==> src/cell_monitor_map.svh <==
/*
 Group lengths, field positions, reset values and command codes of the cell
 monitor register bank. Included by the design files; defines only.
*/
`ifndef CELL_MONITOR_MAP_SVH
`define CELL_MONITOR_MAP_SVH

// Command codes sent by the host as the first byte of a frame
`define CMD_WRITE_CFG 8'h01
`define CMD_READ_CFG 8'h02
`define CMD_READ_CV 8'h04
`define CMD_READ_FLG 8'h06

// Group lengths in bytes
`define CFG_BYTES 5'd6
`define CV_BYTES 5'd18
`define CV_BYTES_TEN 5'd15
`define FLG_BYTES 5'd3

// Cell count and result width
`define NUM_CELLS 12
`define RESULT_W 12

// Configuration byte 0 field positions
`define CFG0_WATCHDOG 7
`define CFG0_GPIO2 6
`define CFG0_GPIO1 5
`define CFG0_POLL 4
`define CFG0_TEN 3
`define CFG0_DUTY_HI 2
`define CFG0_DUTY_LO 0

// Configuration byte 2 split: masks above, discharge enables below
`define CFG2_MASK_LO 4
`define CFG2_DIS_HI 3

// Reset values: both general pin pull-downs off
`define CFG0_RESET 8'h60
`define CFGX_RESET 8'h00

`endif

==> src/cell_monitor_pkg.sv <==
/*
 Types shared by the cell monitor register bank.
 Assumes nothing of its surroundings.
*/
package cell_monitor_pkg;

    // Frame handling states, one-hot
    typedef enum logic [3:0]
    {
        ST_IDLE = 4'b0001,
        ST_WRITE = 4'b0010,
        ST_READ = 4'b0100,
        ST_SKIP = 4'b1000
    } link_state_e;

    // Register group being read
    typedef enum logic [1:0]
    {
        GRP_CFG = 2'h0,
        GRP_CV = 2'h1,
        GRP_FLG = 2'h2,
        GRP_NONE = 2'h3
    } group_e;

endpackage

==> src/pair_pack_if.sv <==
/*
 Carrier between the bank and one result packer: two cell results in,
 three packed bytes out. Assumes both ends sit on the same clock.
*/
`timescale 1ns/1ps
`include "cell_monitor_map.svh"

interface pair_pack_if;
    logic [`RESULT_W-1:0] odd_res; // Lower-numbered cell of the pair
    logic [`RESULT_W-1:0] even_res; // Higher-numbered cell of the pair
    logic [23:0] bytes; // Packed bytes, first byte in bits 7:0

    modport src (output odd_res, output even_res, input bytes);
    modport pack (input odd_res, input even_res, output bytes);
endinterface

==> src/cell_monitor_regs.sv <==
/*
 Register bank of a multi-cell battery monitor: configuration group,
 packed cell result group and cell flag group, reached by command codes
 arriving as whole bytes from the serial front end.
 Assumes the serial shifter, converter and comparators sit outside on
 the same clock and hand over bytes, results and flags as plain levels.
*/
`timescale 1ns/1ps
`include "cell_monitor_map.svh"

module cell_monitor_regs
(
    input wire logic clk,
    input wire logic reset,
    input wire logic ce,
    // Byte stream from the serial front end
    input wire logic frame_active,
    input wire logic rx_valid,
    input wire logic [7:0] rx_byte,
    output logic tx_valid,
    output logic [7:0] tx_byte,
    // Converter results and comparator flags, cell 1 lowest
    input wire logic [`NUM_CELLS*`RESULT_W-1:0] cell_results,
    input wire logic [`NUM_CELLS-1:0] under_flags,
    input wire logic [`NUM_CELLS-1:0] over_flags,
    // General pins, open-drain pull-downs
    input wire logic gpio1_in,
    output logic gpio1_out,
    output logic gpio1_oe_n,
    input wire logic gpio2_in,
    output logic gpio2_out,
    output logic gpio2_oe_n,
    // Configuration and cell alarm toward the rest of the device
    output logic watchdog_flag,
    output logic poll_style_select,
    output logic ten_cell_select,
    output logic [2:0] comparator_duty_code,
    output logic [`NUM_CELLS-1:0] discharge_enable,
    output logic [7:0] undervoltage_threshold,
    output logic [7:0] overvoltage_threshold,
    output logic cell_alarm
);

    // Six whole bytes, so a write is one store
    // by position; field outputs pick their bits
    // out of these bytes.
    // Configuration storage, one byte per entry
    logic [7:0] cfg_ff [0:5];

    // Frame handling
    cell_monitor_pkg::link_state_e state_ff;
    cell_monitor_pkg::link_state_e nxt_state;
    cell_monitor_pkg::group_e group_ff;
    cell_monitor_pkg::group_e nxt_group;
    logic [4:0] idx_ff; // Byte position within the group
    logic [4:0] nxt_idx;
    logic [7:0] tx_byte_ff; // Byte offered to the host
    logic [7:0] nxt_tx_byte;
    logic alarm_ff; // Unmasked flag summary

    // Read-side views
    logic [7:0] cv_byte [0:17]; // Packed result bytes
    logic [7:0] cfg_rd [0:5]; // Config bytes as read back
    logic [23:0] flag_bits; // All flags, cell 1 in bits 1:0
    logic [7:0] flg_rd [0:2];
    logic [1:0] pin_level; // Synchronised pin levels
    logic [4:0] group_len; // Length of the selected group
    logic [4:0] rd_idx; // Index of the byte to load next
    logic cmd_take; // Command byte accepted this cycle
    logic rx_take; // Byte accepted this cycle, command or data
    logic [`NUM_CELLS-1:0] irq_mask;
    logic [`NUM_CELLS-1:0] live_cells;

    // Pins live outside this clock. A level is
    // four edges old when the bank sees it, so a
    // read just after a pull-down change still
    // shows the old level.
    // Both pins go through the same three-stage filter
    pin_sync #(.W(2)) u_pin_sync
    (
        .clk(clk),
        .reset(reset),
        .ce(ce),
        .pin_in({gpio2_in, gpio1_in}),
        .level(pin_level)
    );

    // Packing is combinational and a byte is
    // captured only when loaded, so a result
    // that moves mid-frame can tear across the
    // three bytes of its pair.
    // One packer per cell pair; bytes ascend with cell number
    for (genvar p = 0; p < `NUM_CELLS/2; p++)
    begin : g_pair
        pair_pack_if pif();
        cell_pair_pack u_pack
        (
            .bus(pif.pack)
        );
        assign pif.odd_res = cell_results[(2*p)*`RESULT_W +: `RESULT_W];
        assign pif.even_res = cell_results[(2*p+1)*`RESULT_W +: `RESULT_W];
        assign cv_byte[3*p] = pif.bytes[7:0];
        assign cv_byte[3*p+1] = pif.bytes[15:8];
        assign cv_byte[3*p+2] = pif.bytes[23:16];
    end

    // Hiding cells 11 and 12 here, ahead of both
    // the flag bytes and the alarm, keeps the
    // two views in agreement.
    // Flags interleaved per cell: under at even bit, over at odd bit
    for (genvar c = 0; c < `NUM_CELLS; c++)
    begin : g_flag
        // Cells 11 and 12 are held low in ten-cell mode
        assign live_cells[c] = (c < 10) || !cfg_ff[0][`CFG0_TEN];
        assign flag_bits[2*c] = under_flags[c] & live_cells[c];
        assign flag_bits[2*c+1] = over_flags[c] & live_cells[c];
    end

    // Flag bytes: byte 2 carries cells 9, 10 low and 11, 12 high
    assign flg_rd[0] = flag_bits[7:0];
    assign flg_rd[1] = flag_bits[15:8];
    assign flg_rd[2] = flag_bits[23:16];

    // Config readback: pin bits show the pin, not the stored control
    assign cfg_rd[0] = {cfg_ff[0][`CFG0_WATCHDOG], pin_level[1], pin_level[0],
                        cfg_ff[0][4:0]};
    assign cfg_rd[1] = cfg_ff[1];
    assign cfg_rd[2] = cfg_ff[2];
    assign cfg_rd[3] = cfg_ff[3];
    assign cfg_rd[4] = cfg_ff[4];
    assign cfg_rd[5] = cfg_ff[5];

    // Only the first byte of a frame is a command;
    // later bytes are write data or shift bytes.
    // A byte while the frame is closed is dropped.
    assign cmd_take = (state_ff == cell_monitor_pkg::ST_IDLE) && frame_active && rx_valid;
    assign rx_take = frame_active && rx_valid;

    // Decode the command byte into the group it reads
    always_comb
    begin
        nxt_group = group_ff;
        if (cmd_take)
        begin
            case (rx_byte)
                `CMD_READ_CFG: nxt_group = cell_monitor_pkg::GRP_CFG;
                `CMD_READ_CV: nxt_group = cell_monitor_pkg::GRP_CV;
                `CMD_READ_FLG: nxt_group = cell_monitor_pkg::GRP_FLG;
                default: nxt_group = cell_monitor_pkg::GRP_NONE;
            endcase
        end
    end

    // Built from the group about to be chosen, so
    // the length is right in the command cycle.
    // Group length; ten-cell mode cuts the results before cell 11
    always_comb
    begin
        case (nxt_group)
            cell_monitor_pkg::GRP_CFG: group_len = `CFG_BYTES;
            cell_monitor_pkg::GRP_CV:
                group_len = cfg_ff[0][`CFG0_TEN] ? `CV_BYTES_TEN : `CV_BYTES;
            cell_monitor_pkg::GRP_FLG: group_len = `FLG_BYTES;
            default: group_len = 5'h00;
        endcase
    end

    // Next byte to present: first of the group on a command, else the following one
    assign rd_idx = cmd_take ? 5'h00 : 5'(idx_ff + 5'h01);

    // Zero past the end instead of wrapping: an
    // over-read shows a blank, not byte 0 again.
    // Byte fetch; past the end of a group the line carries zero
    always_comb
    begin
        nxt_tx_byte = 8'h00;
        if (rd_idx < group_len)
        begin
            case (nxt_group)
                cell_monitor_pkg::GRP_CFG: nxt_tx_byte = cfg_rd[rd_idx[2:0]];
                cell_monitor_pkg::GRP_CV: nxt_tx_byte = cv_byte[rd_idx];
                cell_monitor_pkg::GRP_FLG: nxt_tx_byte = flg_rd[rd_idx[1:0]];
                default: nxt_tx_byte = 8'h00;
            endcase
        end
    end

    // Unknown codes park in the skip state, so the
    // rest of the frame is never taken as a command.
    // Frame state: the first byte of a frame is the command
    always_comb
    begin
        nxt_state = state_ff;
        case (state_ff)
            cell_monitor_pkg::ST_IDLE:
            begin
                if (cmd_take)
                begin
                    if (rx_byte == `CMD_WRITE_CFG)
                        nxt_state = cell_monitor_pkg::ST_WRITE;
                    else if (nxt_group != cell_monitor_pkg::GRP_NONE)
                        nxt_state = cell_monitor_pkg::ST_READ;
                    else
                        nxt_state = cell_monitor_pkg::ST_SKIP;
                end
            end
            cell_monitor_pkg::ST_WRITE,
            cell_monitor_pkg::ST_READ,
            cell_monitor_pkg::ST_SKIP:
            begin
                // Every command ends with its frame
                if (!frame_active)
                    nxt_state = cell_monitor_pkg::ST_IDLE;
            end
            default: nxt_state = cell_monitor_pkg::ST_IDLE;
        endcase
    end

    // Saturating at the end means a long run of
    // shift bytes cannot wrap into valid data.
    // Byte position: reset per command, stops at the group end
    always_comb
    begin
        nxt_idx = idx_ff;
        if (cmd_take)
            nxt_idx = 5'h00;
        else if (rx_take && state_ff == cell_monitor_pkg::ST_WRITE && idx_ff < `CFG_BYTES)
            nxt_idx = 5'(idx_ff + 5'h01);
        else if (rx_take && state_ff == cell_monitor_pkg::ST_READ && idx_ff < group_len)
            nxt_idx = 5'(idx_ff + 5'h01);
    end

    // State, group and position registers
    always_ff @(posedge clk)
    begin
        if (reset)
        begin
            state_ff <= cell_monitor_pkg::ST_IDLE;
            group_ff <= cell_monitor_pkg::GRP_NONE;
            idx_ff <= 5'h00;
        end
        else if (ce)
        begin
            state_ff <= nxt_state;
            group_ff <= nxt_group;
            idx_ff <= nxt_idx;
        end
    end

    // A registered byte stays steady for the
    // whole time the shifter takes to send it.
    // Outgoing byte: loaded on the command and after each shifted byte
    always_ff @(posedge clk)
    begin
        if (reset)
            tx_byte_ff <= 8'h00;
        else if (ce)
        begin
            if (cmd_take || (rx_take && state_ff == cell_monitor_pkg::ST_READ))
                tx_byte_ff <= nxt_tx_byte;
            else if (!frame_active)
                tx_byte_ff <= 8'h00; // Nothing stale carries into the next frame
        end
    end

    // Configuration writes land byte by byte in arrival order.
    // A frame cut short keeps the bytes already received; there is no
    // checksum stage here to hold them back.
    always_ff @(posedge clk)
    begin
        if (reset)
        begin
            cfg_ff[0] <= `CFG0_RESET;
            for (int i = 1; i < 6; i++)
                cfg_ff[i] <= `CFGX_RESET;
        end
        else if (ce)
        begin
            if (rx_take && state_ff == cell_monitor_pkg::ST_WRITE && idx_ff < `CFG_BYTES)
                cfg_ff[idx_ff[2:0]] <= rx_byte;
        end
    end

    // A set mask hides that cell from the alarm
    // only; its flags still read back.
    // Masks sit in the top of byte 2 and all of byte 3
    assign irq_mask = {cfg_ff[3], cfg_ff[2][7:`CFG2_MASK_LO]};

    // Registered so comparator glitches never
    // reach the alarm as a runt pulse; costs
    // one cycle of delay.
    // Summary of unmasked out-of-range cells, registered
    always_ff @(posedge clk)
    begin
        if (reset)
            alarm_ff <= 1'b0;
        else if (ce)
            alarm_ff <= |((under_flags | over_flags) & live_cells & ~irq_mask);
    end

    // Combinational, so it drops in the cycle the
    // frame closes; no stale valid follows it.
    // Read handshake is offered while the group still has bytes
    assign tx_valid = (state_ff == cell_monitor_pkg::ST_READ) && (idx_ff < group_len)
                      && frame_active;
    assign tx_byte = tx_byte_ff;

    // Open-drain style: the value is always low
    // and only the enable moves, so the pin is
    // never driven high from here.
    // Pull-down drives low when its control bit is zero
    assign gpio1_out = 1'b0;
    assign gpio1_oe_n = cfg_ff[0][`CFG0_GPIO1];
    assign gpio2_out = 1'b0;
    assign gpio2_oe_n = cfg_ff[0][`CFG0_GPIO2];

    // Consumers see a new setting on the edge
    // after the byte that carries it.
    // Field outputs straight from the configuration flops
    assign watchdog_flag = cfg_ff[0][`CFG0_WATCHDOG];
    assign poll_style_select = cfg_ff[0][`CFG0_POLL];
    assign ten_cell_select = cfg_ff[0][`CFG0_TEN];
    assign comparator_duty_code = cfg_ff[0][`CFG0_DUTY_HI:`CFG0_DUTY_LO];
    assign discharge_enable = {cfg_ff[2][`CFG2_DIS_HI:0], cfg_ff[1]};
    assign undervoltage_threshold = cfg_ff[4];
    assign overvoltage_threshold = cfg_ff[5];
    assign cell_alarm = alarm_ff;

endmodule // cell_monitor_regs

==> src/cell_pair_pack.sv <==
/*
 Packs two 12-bit cell results into three bytes.
 Assumes the results are stable for the cycle in which they are read.
*/
`timescale 1ns/1ps

module cell_pair_pack
(
    pair_pack_if.pack bus
);

    // First: odd low byte; second: even low nibble over odd high nibble
    assign bus.bytes[7:0] = bus.odd_res[7:0];
    assign bus.bytes[15:8] = {bus.even_res[3:0], bus.odd_res[11:8]};
    assign bus.bytes[23:16] = bus.even_res[11:4];

endmodule // cell_pair_pack

==> src/pin_sync.sv <==
/*
 Three-stage synchroniser for pin inputs; the output changes only once
 the second and third stages agree. Assumes inputs are asynchronous.
*/
`timescale 1ns/1ps

module pin_sync
#(
    parameter int W = 1
)
(
    input wire logic clk,
    input wire logic reset,
    input wire logic ce,
    input wire logic [W-1:0] pin_in,
    output logic [W-1:0] level
);

    logic [W-1:0] s1_ff; // Metastable stage, read only by s2
    logic [W-1:0] s2_ff;
    logic [W-1:0] s3_ff;
    logic [W-1:0] level_ff; // Filtered level

    // Shift chain, frozen with the clock enable
    always_ff @(posedge clk)
    begin
        if (reset)
        begin
            s1_ff <= '0;
            s2_ff <= '0;
            s3_ff <= '0;
        end
        else if (ce)
        begin
            s1_ff <= pin_in;
            s2_ff <= s1_ff;
            s3_ff <= s2_ff;
        end
    end

    // Accept a new level only when stages two and three agree
    always_ff @(posedge clk)
    begin
        if (reset)
            level_ff <= '0;
        else if (ce)
        begin
            for (int i = 0; i < W; i++)
            begin
                if (s2_ff[i] == s3_ff[i])
                    level_ff[i] <= s3_ff[i];
            end
        end
    end

    assign level = level_ff;

endmodule // pin_sync
==> config.mk <==
export PLATFORM = sky130hd
export DESIGN_NAME = cell_monitor_regs
export DESIGN_NICKNAME = d
export VERILOG_FILES = /design/src/cell_monitor_pkg.sv /design/src/pair_pack_if.sv /design/src/cell_monitor_regs.sv /design/src/cell_pair_pack.sv /design/src/pin_sync.sv
export VERILOG_INCLUDE_DIRS = /design/src
export SDC_FILE = /design/constraint.sdc
export NUM_CORES = 1
export LEC_CHECK = 0
export ABC_AREA = 0
export ABC_CLOCK_PERIOD_IN_PS = 10400
export BUFFER_PORTS_ARGS = -buffer_cell sky130_fd_sc_hd__clkbuf_2
export CAP_MARGIN = 20
export CORE_AREA = 2 2 121 123
export CTS_CLUSTER_SIZE = 24
export DETAILED_ROUTE_END_ITERATION = 8
export DIE_AREA = 0 0 123 125
export MAX_ROUTING_LAYER = met4
export PLACE_DENSITY_LB_ADDON = 0.05
export RECOVER_POWER = 50
export SYNTH_ARGS = -nofsm -noshare
export SYNTH_HDL_FRONTEND = slang
export SYNTH_SLANG_ARGS = --single-unit
==> constraint.sdc <==
create_clock -name clk -period 10.4 [get_ports clk]
set_clock_uncertainty 0.15 [all_clocks]
set_input_delay 2.08 -clock clk [delete_from_list [all_inputs] [get_ports clk]]
set_output_delay 2.08 -clock clk [all_outputs]
set_load 0.05 [all_outputs]
# [Yosys cells after proc, flatten, opt, wreduce, memory -nomap -nowiden]
# Memory sizes are Yosys's and may differ from the RTL's.
# Index checks and enable logic that the tools add are counted.
[classes] n_addsub=1 order_cmp=6 muxes=35 n_bitwise=11 n_reduce_logical=21 n_eq_ne=16
[ops] op="$mux 8" count=10
[ops] op="$bmux 8 s5" count=1
[ops] op="$mux 5" count=5
[ops] op="$and 12x12->12" count=2
[ops] op="$bmux 8 s3" count=1
[ops] op="$pmux 8 s3" count=1
[ops] op="$bmux 8 s2" count=1
[ops] op="$eq 8x3->1 const B" count=2
[ops] op="$mux 4" count=4
[ops] op="$pmux 5 s3" count=1
[ops] op="$not 12->12" count=1
[ops] op="$or 12x12->12" count=1
[ops] op="$reduce_or 12->1" count=1
[ops] op="$lt 5x5->1" count=2
[ops] op="$logic_and 1x1->1" count=9
[ops] op="$eq 8x1->1 const B" count=1
[ops] op="$eq 8x2->1 const B" count=1
[ops] op="$pmux 4 s2" count=1
[ops] op="$reduce_and 2->1" count=4
[ops] op="$reduce_or 8->1" count=1
[ops] op="$mux 1" count=7
[ops] op="$ge 6x6->1 const B" count=1
[ops] op="$ne 2x2->1 const B" count=3
[ops] op="$not 5->6" count=1
[ops] op="24 further kinds" count=28
[word_totals] word_cells=101 input_bits=183 regBits=28 mem_bits_rw=48 out_inout_bits=48 n_memories=1
[mem_list] name="cfg_ff" depth=6 word_bits=8 rd=6 rd_clocked_by_memory_dff=0 write_ports=6 line="cell_monitor_regs.sv:48" rtl="logic [7:0] cfg_ff [0:5];"

# [Longest topological paths before layout]
[depth] ltp_word=11 depth_mapped=14 depth_no_buf=11

# [Hierarchy]
# A second synthesis with hierarchy kept.
[hier_totals] hier_cells=840 hier_area_um2=7018.0
[modules_own_cells] module="cell_monitor_regs" instances=1 seq_area_each_um2=1841.8 cells_per_inst=664 area_each_um2=5587.9
[modules_own_cells] module="cell_pair_pack" instances=6 seq_area_each_um2=0.0 cells_per_inst=24 area_each_um2=180.2
[modules_own_cells] module="pin_sync" instances=1 seq_area_each_um2=160.2 cells_per_inst=32 area_each_um2=349.1

# [Worst setup path after synthesis]
# Ideal clock, no wire load.
[synth_path] path_kind="input to output" start="input port rx_byte[3]" end="output port tx_valid" setup_slack_ns=3.810 path_stages=9 t_arrival_ns=4.360 path_cell_list="nor3_1 a311oi_2 a21oi_1 o21ai_0 ha_1 a211oi_1 nor2_1 nor2_1 o211a_1"
[synth_via] elab_chain_len=8 word_cells_on_any_way=12 classes_between="1 x order compare; 5 x eq/ne; 3 x mux; 3 x reduce/logical"
[synth_rtl] item="from (decl)" line="cell_monitor_regs.sv:19" rtl="input wire logic [7:0] rx_byte,"
[synth_rtl] item="$eq 8x3->1 or $eq 8x2->1 (tied branches)" line="cell_monitor_regs.sv:145" rtl="case (rx_byte)"
[synth_rtl] item="$pmux 2 s3 (*)" line="cell_monitor_regs.sv:145"
[synth_rtl] item="$mux 2 (*)" line="cell_monitor_regs.sv:143" rtl="if (cmd_take)"
[synth_rtl] item="$eq 2x2->1, or another cell as far along" line="cell_monitor_regs.sv:159" rtl="case (nxt_group)"
[synth_rtl] item="$pmux 5 s3 (*)" line="cell_monitor_regs.sv:159"
[synth_rtl] item="$lt 5x5->1 (*)" line="cell_monitor_regs.sv:304" rtl="assign tx_valid = (state_ff == cell_monitor_pkg::ST_READ) && (idx_ff < group_len)"
[synth_rtl] item="$logic_and 1x1->1 (*)" line="cell_monitor_regs.sv:304"
[synth_rtl] item="$logic_and 1x1->1 (*)" line="cell_monitor_regs.sv:305" rtl="&& frame_active;"
[synth_rtl] item="to (decl)" line="cell_monitor_regs.sv:20" rtl="output logic tx_valid,"
# Every way passes the cells marked *; elsewhere a longest branch is shown, timed or not.

# [Worst setup path in the final report]
# Ends and elaborated chain as after synthesis.

==> qor.yml <==
final_max_slew_viol_count: 36
grt_antenna_before_repair: 0
yosysTopAreaCell: "edfxtp_1"
antenna_cells: 0
num_io_pins: 231
postCtsSetupRepairBufs: 0
hold_viol_final: 0
crit_family: "compound AO/OA/AOI/OAI gates"
die_w_um: 123
syn_area_um2: 6230
critPathKind: "in -> out"
io_buffers: 228
syn_inst: 720
outcome: "complete, but fails checks"
critPathCaptureType: "output pin"
holdBufCountCts: 0
grt_pass1_wl_um: 35700
worstRegToRegCells: 8
die_area_um2: 15400
cts_buffer_depth: 2
die_y_um: 125
max_freq_mhz: 140
cts_htree_levels: 3
min_period_over_period_pct: 68.5
grt_start_max_net_pins: 71
fin_util_pct: 52.3
wire_per_inst_um: 22.5
place_area_um2: 7200
yosysTopAreaCellShare_pct: 23.1
timing.rr.start: "state_ff[2]"
post_cts_resized: 0
required_ns: 8.17
setup_violations: 0
cts_tree: "yes"
vias: 6440
yosysUniqueCellTypes: 84
hp-start: "u_pin_sync.s3_ff[1]"
cts.sinks: 76
hold_class: "reg -> reg"
antenna_left: 0
layout-drive-gt1-share_pct: 28.3
yosysMostFrequentCell: "nor2_1"
holdPathEnd: "u_pin_sync.level[1]"
drc: 0
synth.area.top_cells: "edfxtp_1 (23%), dfxtp_1 (9.0%), mux2i_1 (6.3%)"
final_cell_area_um2: 7430
violations: "max-capacitance violations, max-slew violations"
worstHoldPathCells: 2
clkLatencyLatePin_ns: 0.33
fin_crit_ns: 7.12
worst_pin_slew_ns: 2.52
row_count: 44
yosys_warnings: 0
drt_wl_total_um: 24100
relSlewSlack_pct: -68.8
regToRegSetupSlack_ns: 4.04
synth_top_cells_by_count: "nor2_1 (91), nand2_1 (57), edfxtp_1 (48)"
path_cells: "clkbuf_1 -> nor3_1 -> a311oi_2 -> a21oi_1 -> o21ai_0 -> ha_1 -> a211oi_1 -> nor2_1 -> nor2_1 -> o211a_1 -> clkbuf_2"
dp.final_hpwl_um: 18400
vias_per_cell: 6.00
clk_transition_reported_paths_ns: 0.06
power_density_nw_per_um2: 109
maxCapViolations: 2
p_leak_nw: 2.98
worstPathArrival_ns: 4.89
crit_fanout: 8
rsz0062_at_grt: "false"
root_buffer: "clkbuf_16"
grt_pass1_vias: 6331
grt.overflow.total: 0
gr-usage-all-layers_pct: 31.4
crit_path_start_kind: "primary input"
max_stage_delay_ns: 0.73
nets: 1077
ir_drop_uv: 94.4
path_common_cell: "nor2_1"
fill_cells: 1409
area_delta_synth_final_pct: 19.3
synth.avg_cell_area_um2: 8.65
synthArstFlopShare_pct: 0
dr.pass1.iters: 5
cp_slowest_cell: "nor3_1"
gp_congestion: 0.971
yosys_register_bits: 76
tns_ns: 0
cts_buffers: 9
drtIter0Drc: 591
timing.rr.end: "tx_byte[3]"
synth-main-ff-cell: "edfxtp_1"
start_util_pct: 43.9
synth-edff-count: 48
seq_area_frac_synth_pct: 32.1
core-area_um2: 14200
path_buf_inv: 2
power breakdown:
group | switching, mW | total, mW | internal [mW]
Combinational | 0.0930 | 0.150 | 0.0570
Clock | 0.137 | 0.326 | 0.189
Sequential | 0.00677 | 0.335 | 0.328
how the worst max path moves through the flow:
stage                    start        to  cells past startpoint
floorplan           rx_byte[3]  tx_valid                      9
global placement    rx_byte[3]  tx_valid                     11
detailed placement  rx_byte[3]  tx_valid                     11
CTS                 rx_byte[3]  tx_valid                     11
global route        rx_byte[3]  tx_valid                     11
finish              rx_byte[3]  tx_valid                     11
cells in the final DEF (no fill, tap or decap), drive strengths merged, types with 13 or more instances in the layout:
cell / instances
clkbuf: 237
nor2: 94
nand2: 59
edfxtp: 48
o21ai: 43
mux2i: 39
dfxtp: 28
a21oi: 26
a31oi: 19
inv: 19
o211ai: 17
nand2b: 15
mux2: 15
nand3: 14
o22ai: 14
o31ai: 13
routing by layer:
layer	share of wire (%)	global-route usage [%]	up-vias
li1	-	-	3018
met1	41	39.1	3055
met2	48	51.6	302
met3	6.8	3.15	65
met4	3.9	13.4	0
met5	0	-	-
sequential cells by signal, summed over array words and instances, names as in the netlist:
name and flops:
cell_alarm 1, cfg_ff 48, group_ff 2, idx_ff 5, state_ff 4, tx_byte 8, u_pin_sync.level 2, u_pin_sync.s1_ff 2
u_pin_sync.s2_ff 2, u_pin_sync.s3_ff 2
worst min-delay path, delay by kind of cell (launching register included):
family | cells | cell delay (ns)
AO/OA/AOI/OAI | 1 | 0.06
flip-flops | 1 | 0.31
AND/OR/NAND/NOR | 1 | 0.05
through the flow:
step / total power [mW] / instances / hold slack, ns / worst slack [ns]
after floorplan: 0.431 / 721 / 0.286 / 3.81
after global placement: 0.490 / 1058 / 0.291 / 3.36
after detailed placement: 0.492 / 1058 / 0.317 / 3.33
after CTS: 0.815 / 1074 / 0.330 / 3.30
after global routing: 0.836 / 1074 / 0.360 / 3.06
final: 0.811 / 1074 / 0.326 / 3.28
layout make-up:
type	instances	area (um2)	share of cell area (%)
clock buffer	9	225	3.03
clock inverter	7	80.1	1.08
inverter	16	60.1	0.808
multi-input combinational	544	3670	49.5
sequential	76	2000	27.0
tap	184	230	3.10
timing repair buffer	238	1160	15.6
kinds of logic after synthesis:
kind of cell             Yosys count  synth area share, %
adder cells (fa/ha/maj)            9                 1.81
other                              1               0.0602
XOR/XNOR                           8                 1.25
multiplexers                      59                 11.0
buffers and inverters            101                 8.80
flip-flops                        76                 32.1
AO/OA/AOI/OAI                    209                 24.3
AND/OR/NAND/NOR                  257                 20.6
(Power assumes the default switching activity.)
